### src/include/asru_map.svh
// Register offsets, field positions, reset values and timing counts
`ifndef ASRU_MAP_SVH
`define ASRU_MAP_SVH

`define ASRU_OFS_FMT 8'h00
`define ASRU_OFS_CTRL 8'h04
`define ASRU_OFS_FLAGS 8'h08
`define ASRU_OFS_TXD 8'h0c
`define ASRU_OFS_RXD 8'h10
`define ASRU_OFS_CARD 8'h14
`define ASRU_OFS_EXT 8'h18
`define ASRU_OFS_BRR 8'h1c

`define ASRU_FMT_SYNC 7
`define ASRU_CTRL_TIE 7
`define ASRU_CTRL_RIE 6
`define ASRU_CTRL_TE 5
`define ASRU_CTRL_RE 4
`define ASRU_CTRL_CKE1 1
`define ASRU_FL_TXE 7
`define ASRU_FL_RXF 6
`define ASRU_FL_ORE 5
`define ASRU_FL_FER 4
`define ASRU_FL_PER 3
`define ASRU_FL_MASK 8'hf8
`define ASRU_CARD_SMIF 0

`define ASRU_RST_FLAGS 8'h80
`define ASRU_RST_BRR 8'hff
`define ASRU_RST_REG 8'h00

`define ASRU_ACS_115 4'h1
`define ASRU_ACS_460 4'h2
`define ASRU_ACS_921 4'h3
`define ASRU_ACS_720 4'h4
`define ASRU_ACS_TMO 4'h8
`define ASRU_DIV_115 16'h0010
`define ASRU_DIV_460 16'h0004
`define ASRU_DIV_921 16'h0002
`define ASRU_DIV_720 16'h0002
`define ASRU_KEEP_47 8'h2f
`define ASRU_PER_51 8'h33
`define ASRU_KEEP_18 8'h12
`define ASRU_PER_25 8'h19

`define ASRU_TICK_LAST 3'h7
`define ASRU_START_MID 3'h3
`define ASRU_TX_LAST_BIT 4'h9
`define ASRU_RX_STOP_BIT 4'h8
`define ASRU_RESP_OK 2'h0
`define ASRU_RESP_ERR 2'h2

`endif

### src/include/asru_pkg.sv
// Types shared by the serial channel modules
package asru_pkg;

    typedef enum logic [1:0] {
        ASRU_TX_IDLE = 2'b00,
        ASRU_TX_SEND = 2'b01
    } asru_tx_st_type;

    typedef enum logic [1:0] {
        ASRU_RX_IDLE = 2'b00,
        ASRU_RX_START = 2'b01,
        ASRU_RX_DATA = 2'b10
    } asru_rx_st_type;

    typedef struct packed {
        logic [7:0] fmt;
        logic [7:0] ctrl;
        logic [7:0] card;
        logic [7:0] ext;
        logic [7:0] brr;
        logic [7:0] txd;
        logic [7:0] rxd;
        logic [7:0] flags;
        asru_tx_st_type tx_st;
        logic [9:0] tx_sh;
        logic [3:0] tx_bit;
        logic [2:0] tx_tick;
        asru_rx_st_type rx_st;
        logic [8:0] rx_sh;
        logic [3:0] rx_bit;
        logic [2:0] rx_tick;
        logic aw_ok;
        logic [7:0] aw_adr;
        logic w_ok;
        logic [7:0] w_dat;
        logic w_stb;
        logic bvalid;
        logic [1:0] bresp;
        logic rvalid;
        logic [1:0] rresp;
        logic [7:0] rdata;
        logic [1:0] pin_prev;
    } asru_state_type;

    typedef struct packed {
        logic [15:0] pre;
        logic [7:0] acc;
        logic tick;
        logic [31:0] cfg;
        logic [7:0] n_div;
        logic [7:0] n_tick;
    } asru_rg_type;

endpackage : asru_pkg

### src/design/asru_rate_gen.sv
// Base clock generator: divider with periodic cycle dropping
`timescale 1ns/10ps
module asru_rate_gen #(
    parameter int W_DIV = 16
) (
    // Clock and reset
    input wire logic i_core_clk,
    input wire logic i_rst_n,
    // Configuration
    input wire logic [15:0] i_div,
    input wire logic [7:0] i_keep,
    input wire logic [7:0] i_per,
    // Base clock pulse
    output logic o_tick
);
    asru_pkg::asru_rg_type s;
    asru_pkg::asru_rg_type n;
    logic dv;
    logic chg;
    logic [8:0] sum;

    generate
        if (W_DIV != 16) begin : g_chk
            $error("asru_rate_gen: W_DIV must be 16");
        end
    endgenerate

    // Compare all 32 settings bits, so a wide divider is not seen as a change every cycle
    assign chg = {i_div, i_keep, i_per} != s.cfg;
    assign dv = s.pre >= i_div - 16'h0001;
    assign sum = {1'b0, s.acc} + {1'b0, i_keep};

    always_comb begin
        n = s;
        n.tick = 1'b0;
        n.cfg = {i_div, i_keep, i_per};
        n.pre = dv ? 16'h0000 : s.pre + 16'h0001;
        if (chg) begin
            n.pre = 16'h0000;
            n.acc = 8'h00;
            n.n_div = 8'h00;
            n.n_tick = 8'h00;
        end else if (dv) begin
            // Spread drops evenly; with 47 of 51 kept no bit holds two of them
            if (sum >= {1'b0, i_per}) begin
                n.acc = 8'(sum - {1'b0, i_per});
                n.tick = 1'b1;
            end else begin
                n.acc = sum[7:0];
            end
            n.n_div = (s.n_div == i_per - 8'h01) ? 8'h00 : s.n_div + 8'h01;
            n.n_tick = (s.n_div == i_per - 8'h01) ? 8'h00 : s.n_tick + 8'(n.tick);
        end
    end

    always_ff @(posedge i_core_clk or negedge i_rst_n) begin
        if (!i_rst_n) begin
            s <= '0;
        end else begin
            s <= n;
        end
    end

    assign o_tick = s.tick;
endmodule : asru_rate_gen

### src/design/asru_sync.sv
// Two-flop synchroniser for pin inputs
`timescale 1ns/10ps
module asru_sync #(
    parameter int W = 1
) (
    // Clock and reset
    input wire logic i_core_clk,
    input wire logic i_rst_n,
    // Data
    input wire logic [W-1:0] i_d,
    output logic [W-1:0] o_q
);
    logic [2*W-1:0] st;
    logic [2*W-1:0] next_st;

    generate
        if (W < 1) begin : g_chk
            $error("asru_sync: W must be at least 1");
        end
    endgenerate

    // First stage feeds only the second stage
    always_comb begin
        next_st = {st[W-1:0], i_d};
    end

    // Idle-high lines reset to one
    always_ff @(posedge i_core_clk or negedge i_rst_n) begin
        if (!i_rst_n) begin
            st <= '1;
        end else begin
            st <= next_st;
        end
    end

    assign o_q = st[2*W-1:W];
endmodule : asru_sync

### src/design/asru_uart.sv
// Asynchronous serial channel with average transfer rate generator
//
// The implementer's own choices: the register offsets and the AXI4-Lite slave port.
`timescale 1ns/10ps
`include "asru_map.svh"
module asru_uart (
    // Clock and reset
    input wire logic i_core_clk,
    input wire logic i_rstn,
    // AXI4-Lite write
    input wire logic i_awvalid,
    output logic o_awready,
    input wire logic [7:0] i_awaddr,
    input wire logic i_wvalid,
    output logic o_wready,
    input wire logic [31:0] i_wdata,
    input wire logic [3:0] i_wstrb,
    output logic o_bvalid,
    input wire logic i_bready,
    output logic [1:0] o_bresp,
    // AXI4-Lite read
    input wire logic i_arvalid,
    output logic o_arready,
    input wire logic [7:0] i_araddr,
    output logic o_rvalid,
    input wire logic i_rready,
    output logic [31:0] o_rdata,
    output logic [1:0] o_rresp,
    // Serial pins
    input wire logic i_rx_line,
    output logic o_tx_line,
    input wire logic i_timer_out_clock,
    input wire logic i_ext_clk
);
    localparam asru_pkg::asru_state_type P_RST = '{
        fmt: `ASRU_RST_REG, ctrl: `ASRU_RST_REG, card: `ASRU_RST_REG,
        ext: `ASRU_RST_REG, brr: `ASRU_RST_BRR, txd: `ASRU_RST_REG,
        rxd: `ASRU_RST_REG, flags: `ASRU_RST_FLAGS,
        tx_st: asru_pkg::ASRU_TX_IDLE, tx_sh: 10'h3ff, tx_bit: 4'h0,
        tx_tick: 3'h0, rx_st: asru_pkg::ASRU_RX_IDLE, rx_sh: 9'h000,
        rx_bit: 4'h0, rx_tick: 3'h0, aw_ok: 1'b0, aw_adr: 8'h00,
        w_ok: 1'b0, w_dat: 8'h00, w_stb: 1'b0, bvalid: 1'b0,
        bresp: 2'h0, rvalid: 1'b0, rresp: 2'h0, rdata: 8'h00,
        pin_prev: 2'h3};

    logic [1:0] rst_q;
    logic rst_n;
    asru_pkg::asru_state_type s;
    asru_pkg::asru_state_type n;
    logic [2:0] pins;
    logic rxs;
    logic aw_take;
    logic w_take;
    logic ar_take;
    logic do_wr;
    logic wr_ok;
    logic [8:0] rd_res;
    logic [8:0] wr_res;
    logic [15:0] rg_div;
    logic [7:0] rg_keep;
    logic [7:0] rg_per;
    logic rg_tick;
    logic avg_on;
    logic tmo_on;
    logic ext_on;
    logic tk;
    logic tx_load;
    logic fd;

    // Reset is released through two flops
    always_ff @(posedge i_core_clk or negedge i_rstn) begin
        if (!i_rstn) begin
            rst_q <= 2'h0;
        end else begin
            rst_q <= {rst_q[0], 1'b1};
        end
    end
    assign rst_n = rst_q[1];

    asru_sync #(
        .W(3)
    ) u_sync (
        .i_core_clk(i_core_clk),
        .i_rst_n(rst_n),
        .i_d({i_ext_clk, i_timer_out_clock, i_rx_line}),
        .o_q(pins)
    );
    assign rxs = pins[0];

    // All eight registers are readable; shifters have no address
    function automatic logic [8:0] rd_dec(input logic [7:0] a,
                                          input asru_pkg::asru_state_type st);
        logic [8:0] r;
        r = 9'h000;
        case (a)
            `ASRU_OFS_FMT: r = {1'b1, st.fmt};
            `ASRU_OFS_CTRL: r = {1'b1, st.ctrl};
            `ASRU_OFS_FLAGS: r = {1'b1, st.flags & `ASRU_FL_MASK};
            `ASRU_OFS_TXD: r = {1'b1, st.txd};
            `ASRU_OFS_RXD: r = {1'b1, st.rxd};
            `ASRU_OFS_CARD: r = {1'b1, st.card};
            `ASRU_OFS_EXT: r = {1'b1, st.ext};
            `ASRU_OFS_BRR: r = {1'b1, st.brr};
            default: r = 9'h000;
        endcase
        return r;
    endfunction : rd_dec

    assign o_awready = !s.aw_ok && !s.bvalid;
    assign o_wready = !s.w_ok && !s.bvalid;
    assign o_arready = !s.rvalid;
    assign aw_take = i_awvalid && o_awready;
    assign w_take = i_wvalid && o_wready;
    assign ar_take = i_arvalid && o_arready;
    assign do_wr = s.aw_ok && s.w_ok && !s.bvalid;
    assign wr_res = rd_dec(s.aw_adr, s);
    assign wr_ok = wr_res[8];
    assign rd_res = rd_dec(i_araddr, s);

    // Base clock source selection
    always_comb begin
        avg_on = 1'b0;
        rg_keep = 8'h01;
        rg_per = 8'h01;
        rg_div = 16'({8'h00, s.brr} + 16'h0001) << {s.fmt[1:0], 1'b0};
        // Sync mode blocks the average rate generator
        if (!s.fmt[`ASRU_FMT_SYNC]) begin
            // Rate set for a 16 MHz peripheral clock
            case (s.ext[3:0])
                `ASRU_ACS_115: begin
                    avg_on = 1'b1;
                    rg_div = `ASRU_DIV_115;
                    rg_keep = `ASRU_KEEP_47;
                    rg_per = `ASRU_PER_51;
                end
                `ASRU_ACS_460: begin
                    avg_on = 1'b1;
                    rg_div = `ASRU_DIV_460;
                    rg_keep = `ASRU_KEEP_47;
                    rg_per = `ASRU_PER_51;
                end
                `ASRU_ACS_921: begin
                    avg_on = 1'b1;
                    rg_div = `ASRU_DIV_921;
                    rg_keep = `ASRU_KEEP_47;
                    rg_per = `ASRU_PER_51;
                end
                `ASRU_ACS_720: begin
                    avg_on = 1'b1;
                    rg_div = `ASRU_DIV_720;
                    rg_keep = `ASRU_KEEP_18;
                    rg_per = `ASRU_PER_25;
                end
                default: avg_on = 1'b0;
            endcase
        end
    end

    assign tmo_on = !s.fmt[`ASRU_FMT_SYNC] && s.ext[3:0] == `ASRU_ACS_TMO;
    // Average rate always runs from the core clock, overriding clock select
    assign ext_on = s.ctrl[`ASRU_CTRL_CKE1] && !avg_on && !tmo_on;
    assign tk = tmo_on ? (pins[1] && !s.pin_prev[0]) :
                ext_on ? (pins[2] && !s.pin_prev[1]) : rg_tick;

    asru_rate_gen #(
        .W_DIV(16)
    ) u_rate (
        .i_core_clk(i_core_clk),
        .i_rst_n(rst_n),
        .i_div(rg_div),
        .i_keep(rg_keep),
        .i_per(rg_per),
        .o_tick(rg_tick)
    );

    assign tx_load = s.tx_st == asru_pkg::ASRU_TX_IDLE && !s.flags[`ASRU_FL_TXE]
                     && s.ctrl[`ASRU_CTRL_TE];
    assign fd = s.rx_st == asru_pkg::ASRU_RX_DATA && tk && s.rx_tick == `ASRU_TICK_LAST
                && s.rx_bit == `ASRU_RX_STOP_BIT;

    always_comb begin
        n = s;
        n.pin_prev = pins[2:1];
        // Bus side first, so hardware sets below win over clears
        if (aw_take) begin
            n.aw_ok = 1'b1;
            n.aw_adr = i_awaddr;
        end
        if (w_take) begin
            n.w_ok = 1'b1;
            n.w_dat = i_wdata[7:0];
            n.w_stb = i_wstrb[0];
        end
        if (s.bvalid && i_bready) begin
            n.bvalid = 1'b0;
        end
        if (do_wr) begin
            n.aw_ok = 1'b0;
            n.w_ok = 1'b0;
            n.bvalid = 1'b1;
            n.bresp = wr_ok ? `ASRU_RESP_OK : `ASRU_RESP_ERR;
            if (s.w_stb) begin
                case (s.aw_adr)
                    `ASRU_OFS_FMT: n.fmt = s.w_dat;
                    `ASRU_OFS_CTRL: n.ctrl = s.w_dat;
                    // Writing zero clears a flag; writing one leaves it
                    `ASRU_OFS_FLAGS: n.flags = s.flags & s.w_dat & `ASRU_FL_MASK;
                    `ASRU_OFS_TXD: begin
                        n.txd = s.w_dat;
                        n.flags[`ASRU_FL_TXE] = 1'b0;
                    end
                    `ASRU_OFS_CARD: n.card = s.w_dat;
                    `ASRU_OFS_EXT: n.ext = s.w_dat;
                    `ASRU_OFS_BRR: n.brr = s.w_dat;
                    default: n.bresp = `ASRU_RESP_ERR;
                endcase
            end
        end
        if (s.rvalid && i_rready) begin
            n.rvalid = 1'b0;
        end
        if (ar_take) begin
            n.rvalid = 1'b1;
            n.rdata = rd_res[7:0];
            n.rresp = rd_res[8] ? `ASRU_RESP_OK : `ASRU_RESP_ERR;
        end
        // Transmitter: shifter is internal only
        case (s.tx_st)
            asru_pkg::ASRU_TX_IDLE: begin
                if (tx_load) begin
                    n.tx_st = asru_pkg::ASRU_TX_SEND;
                    n.tx_sh = {1'b1, s.txd, 1'b0};
                    n.tx_bit = 4'h0;
                    n.tx_tick = 3'h0;
                    n.flags[`ASRU_FL_TXE] = 1'b1;
                end
            end
            asru_pkg::ASRU_TX_SEND: begin
                if (tk) begin
                    n.tx_tick = s.tx_tick + 3'h1;
                    if (s.tx_tick == `ASRU_TICK_LAST) begin
                        n.tx_sh = {1'b1, s.tx_sh[9:1]};
                        n.tx_bit = s.tx_bit + 4'h1;
                        if (s.tx_bit == `ASRU_TX_LAST_BIT) begin
                            // Next byte loads on the following cycle
                            n.tx_st = asru_pkg::ASRU_TX_IDLE;
                        end
                    end
                end
            end
            default: n.tx_st = asru_pkg::ASRU_TX_IDLE;
        endcase
        // Receiver samples mid-bit after a half-bit start check
        case (s.rx_st)
            asru_pkg::ASRU_RX_IDLE: begin
                if (!rxs && s.ctrl[`ASRU_CTRL_RE]) begin
                    n.rx_st = asru_pkg::ASRU_RX_START;
                    n.rx_tick = 3'h0;
                end
            end
            asru_pkg::ASRU_RX_START: begin
                if (tk) begin
                    n.rx_tick = s.rx_tick + 3'h1;
                    if (s.rx_tick == `ASRU_START_MID) begin
                        n.rx_st = rxs ? asru_pkg::ASRU_RX_IDLE : asru_pkg::ASRU_RX_DATA;
                        n.rx_tick = 3'h0;
                        n.rx_bit = 4'h0;
                    end
                end
            end
            asru_pkg::ASRU_RX_DATA: begin
                if (tk) begin
                    n.rx_tick = s.rx_tick + 3'h1;
                    if (s.rx_tick == `ASRU_TICK_LAST) begin
                        // LSB first: first data bit ends at the bottom
                        n.rx_sh = {rxs, s.rx_sh[8:1]};
                        n.rx_bit = s.rx_bit + 4'h1;
                    end
                end
                if (fd) begin
                    n.rx_st = asru_pkg::ASRU_RX_IDLE;
                    if (!rxs) begin
                        n.flags[`ASRU_FL_FER] = 1'b1;
                    end
                    // Old byte survives an unread overrun
                    if (s.flags[`ASRU_FL_RXF]) begin
                        n.flags[`ASRU_FL_ORE] = 1'b1;
                    end else begin
                        // Shifter keeps running while the byte waits
                        n.rxd = s.rx_sh[8:1];
                        n.flags[`ASRU_FL_RXF] = 1'b1;
                    end
                end
            end
            default: n.rx_st = asru_pkg::ASRU_RX_IDLE;
        endcase
    end

    always_ff @(posedge i_core_clk or negedge rst_n) begin
        if (!rst_n) begin
            s <= P_RST;
        end else begin
            s <= n;
        end
    end

    assign o_bvalid = s.bvalid;
    assign o_bresp = s.bresp;
    assign o_rvalid = s.rvalid;
    assign o_rresp = s.rresp;
    assign o_rdata = {24'h000000, s.rdata};
    assign o_tx_line = s.tx_sh[0];
endmodule : asru_uart

### config.mk
export PLATFORM = sky130hd
export DESIGN_NAME = asru_uart
export DESIGN_NICKNAME = d
export VERILOG_FILES = /design/src/include/asru_pkg.sv /design/src/design/asru_rate_gen.sv /design/src/design/asru_sync.sv /design/src/design/asru_uart.sv
export VERILOG_INCLUDE_DIRS = /design/src /design/src/include
export SDC_FILE = /design/constraint.sdc
export NUM_CORES = 1
export LEC_CHECK = 0
export ABC_AREA = 1
export BUFFER_PORTS_ARGS = -buffer_cell sky130_fd_sc_hd__buf_4
export CAP_MARGIN = 0
export CELL_PAD_IN_SITES_DETAIL_PLACEMENT = 1
export CELL_PAD_IN_SITES_GLOBAL_PLACEMENT = 1
export CORE_UTILIZATION = 41
export DETAILED_ROUTE_END_ITERATION = 16
export PLACE_DENSITY_LB_ADDON = 0.05
export SYNTH_ARGS = -nofsm -noshare
export SYNTH_HDL_FRONTEND = slang
export SYNTH_SLANG_ARGS = --single-unit
### constraint.sdc
create_clock -name i_core_clk -period 4.9 [get_ports i_core_clk]
set_input_delay 0.245 -clock i_core_clk [delete_from_list [all_inputs] [get_ports i_core_clk]]
set_output_delay 0.245 -clock i_core_clk [all_outputs]
set_load 0.005 [all_outputs]
==> flow_summary.json <==
{
  "status": "finished, final reports clean",
  "setup_ws_ns": 0.705,
  "grt_pass1_vias": 8320,
  "dp.cells": 1585,
  "fin_nets": 1393,
  "initial_utilization_pct": 42.2,
  "firstDrtPassIters": 5,
  "wirelength_um": 26100,
  "grt_pass1_wl_um": 43900,
  "ys_seq_area_share_pct": 44.0,
  "die_w_um": 161,
  "clkTransAtPathRegs_ns": 0.07,
  "critPathLaunchType": "flip-flop",
  "finalCoreUtilization_pct": 47.5,
  "hold_path.class": "input port to flip-flop",
  "dominantRegCellSynth": "dfrtp_1",
  "finalHoldViolCount": 0,
  "crit_type": "flip-flop to flip-flop",
  "route.detailed.drc": 0,
  "power.density_nw_per_um2": 618,
  "skew_ns": 0.0185,
  "critPathMaxFanout": 9,
  "vdd_ir_drop_max_mv": 0.388,
  "synth_top_cell_area_share_pct": 37.4,
  "r2r_end": "u_rate.s[64]",
  "cts_buffer_depth": 2,
  "multi_input_area_um2": 4960,
  "hold-path-endpoint": "o_rvalid",
  "postCtsSetupRepairBufs": 0,
  "insertion_delay_ns": 0.45,
  "reg2reg_slack_ns": 0.71,
  "area_growth_pct": 12.3,
  "place.gp.congestion": 0.780,
  "cts_resized": 0,
  "endpoint_kind": "flip-flop",
  "postPlaceCellArea_um2": 11000,
  "tightest_slew_ns": 0.985,
  "holdWs_ns": 0.00494,
  "final_cell_mix": "275 x nand2_1, 154 x dfrtp_1, 136 x inv_1",
  "ctsRootBufferMaster": "clkbuf_16",
  "ys_ff_latch": 181,
  "slew_viol_final": 0,
  "fin_tns_setup_ns": 0,
  "antenna_found_initial": 0,
  "path_common_cell": "nand2_1",
  "vias": 8188,
  "p_clk_share_pct": 20.3,
  "p_sw_mw": 3.42,
  "stdcell_area_um2": 11600,
  "syn_avg_cell_area_um2": 8.42,
  "cap_violations": 0,
  "combinationalPowerShare_pct": 52.1,
  "fillers": 2926,
  "ios": 104,
  "p_leak_nw": 5.54,
  "via_per_inst": 5.05,
  "relSlewSlack_pct": 33.8,
  "synthAdderAreaFrac_pct": 5.70,
  "yosysUniqueCellTypes": 58,
  "switching_share_pct": 47.5,
  "rsz0062_at_grt": "false",
  "synth_top_family_by_area": "simple AND/OR/NAND/NOR gates",
  "ff2ff_path_depth": 25,
  "numClockSinks": 181,
  "wl_per_cell_um": 16.1,
  "port_buffers": 50,
  "synthSimpleGateAreaFrac_pct": 26.8,
  "antennaDiodeCount": 0,
  "r2r-start": "s[96]",
  "layout-drive-gt1-share_pct": 15.6,
  "synthMuxAreaShare_pct": 0.857,
  "die_y_um": 161,
  "cts_htree_levels": 4,
  "critPathSlowestCell": "dfstp_2",
  "final_common_cell": "nand2_1",
  "pre_cts_slack_ns": 0.689,
  "yosys.area_share.xor_xnor_pct": 3.30,
  "power.total_mw": 7.20,
  "grt_usage_pct": 21.3,
  "synthArstFlopShare_pct": 100,
  "internal_power_mw": 3.78,
  "setup_viol": 0,
  "yosys-top-cells-area": "dfrtp_1 37%, nand2_1 10%, dfstp_2 6.6%",
  "cp_top_family": "simple AND/OR/NAND/NOR gates",
  "grt_max_degree": 115,
  "yosys_warnings": 0,
  "ant_nets": 0,
  "tritoncts": "yes",
  "period_needed_ns": 4.19,
  "worst_ep_arrival_time_ns": 4.52,
  "netlist_area_um2": 10400,
  "worstHoldStart": "i_rready",
  "grt-ovfl-total": 0,
  "synth_edf_count": 0,
  "core_area_um2": 24500,
  "crit_path_max_incr_delay_ns": 0.58,
  "die_area_um2": 25900,
  "seq_area_um2": 4570,
  "core.rowCount": 57,
  "final_cells": 1622,
  "drt_iter0_markers": 382,
  "cp_num_buf_inv": 4,
  "yosysTopAreaCell": "dfrtp_1",
  "cp.required_ns": 5.23,
  "dp_hpwl_um": 19200,
  "fmax_ghz": 0.238,
  "synthCells": 1231,
  "cts_buffers": 17,
  "fin_crit_sh_pct": 85.6,
  "hold_depth": 2,
  "synth_compound_area_share_pct": 10.2,
  "seqPwrFrac_pct": 27.6
}
worst reg2reg max path, delay by kind of cell, from the launching register on:
family        cells  cell delay, ns
flops             1            0.58
simple gates     19            2.48
buf+inv           4            0.55
fa+ha+maj         2            0.47
power groups by stage:
stage | combinational (mW) | sequential [mW] | clock, mW
3_3_place_gp | 3.69 | 2.00 | 0
2_1_floorplan | 2.75 | 1.96 | 0
4_1_cts | 3.80 | 1.99 | 1.49
6_report | 3.75 | 1.99 | 1.46
3_5_place_dp | 3.77 | 2.01 | 0
5_1_grt | 4.27 | 2.03 | 1.55
state kept, by name, indices dropped and copies added (netlist names):
| register | cells |
|---|---|
| o_bresp | 1 |
| o_bvalid | 1 |
| o_rdata | 8 |
| o_rresp | 1 |
| o_rvalid | 1 |
| o_tx_line | 1 |
| rst_q | 2 |
| s | 115 |
| u_rate.o_tick | 1 |
| u_rate.s | 44 |
| u_sync.st | 6 |
cells in the mapped netlist, types with 4 or more instances:
library cell  instances
o22ai_1               5
dfstp_2              26
nand4_1              32
o31ai_1               7
ha_1                 44
nor2_1               89
mux2_2                7
a21oi_1              30
nand3_4               8
nand2_4               5
xor2_1               29
inv_2                 7
xnor2_1              10
o21a_1                4
o2111ai_1             4
o21ai_0             101
dfrtp_1             155
o21ai_1               6
nand2_1             275
buf_4                37
nor2_2               14
inv_1               136
buf_2                 4
nand3_1              69
clkbuf_1             14
a31oi_1               4
nor2_4               14
nor3_1               25
nand3b_1              6
nand2_2              15
routing by layer:
metal	wire length (um)	GRT usage, %	vias to the layer above
met4	238	4.50	0
met5	0	0	-
met2	11500	32.4	111
met3	787	3.21	19
met1	13600	31.9	3977
li1	-	-	4081
final cells by class:
class | count | area share [%]
multi-input cells | 873 | 42.6
inverters | 145 | 4.67
flip-flops and latches | 181 | 39.2
repair buffers | 67 | 4.54
well taps | 324 | 3.48
clock buffers | 17 | 3.65
clock inverters | 15 | 1.79
worst max path at each step:
stage | from | to | slack (ns) | depth (start not counted)
after floorplan | s[107] | u_rate.s[64] | 1.16 | 24
after CTS | s[96] | u_rate.s[64] | 0.66 | 25
after global routing | s[97] | u_rate.s[64] | 0.23 | 23
after global placement | s[96] | u_rate.s[65] | 0.85 | 25
final | s[96] | u_rate.s[64] | 0.71 | 25
after detailed placement | s[96] | u_rate.s[64] | 0.69 | 25
cell families (layout without fill, tap and decap cells):
group                    after synthesis  in the layout
flip-flops                           181            181
XOR/XNOR                              39             39
buffers and inverters                203            244
multiplexers                           8              8
adder cells (fa/ha/maj)               46             46
AND/OR/NAND/NOR                      568            568
AO/OA/AOI/OAI                        184            184
other                                  2             28
timing repair:
| item | 4_1_cts | 5_1_grt |
|---|---|---|
| setup endpoints to repair | 0 | 0 |
| hold endpoints to repair | 6 | 0 |
| hold buffers | 5 | 0 |
Note: power is estimated with default switching activity, not from simulation.
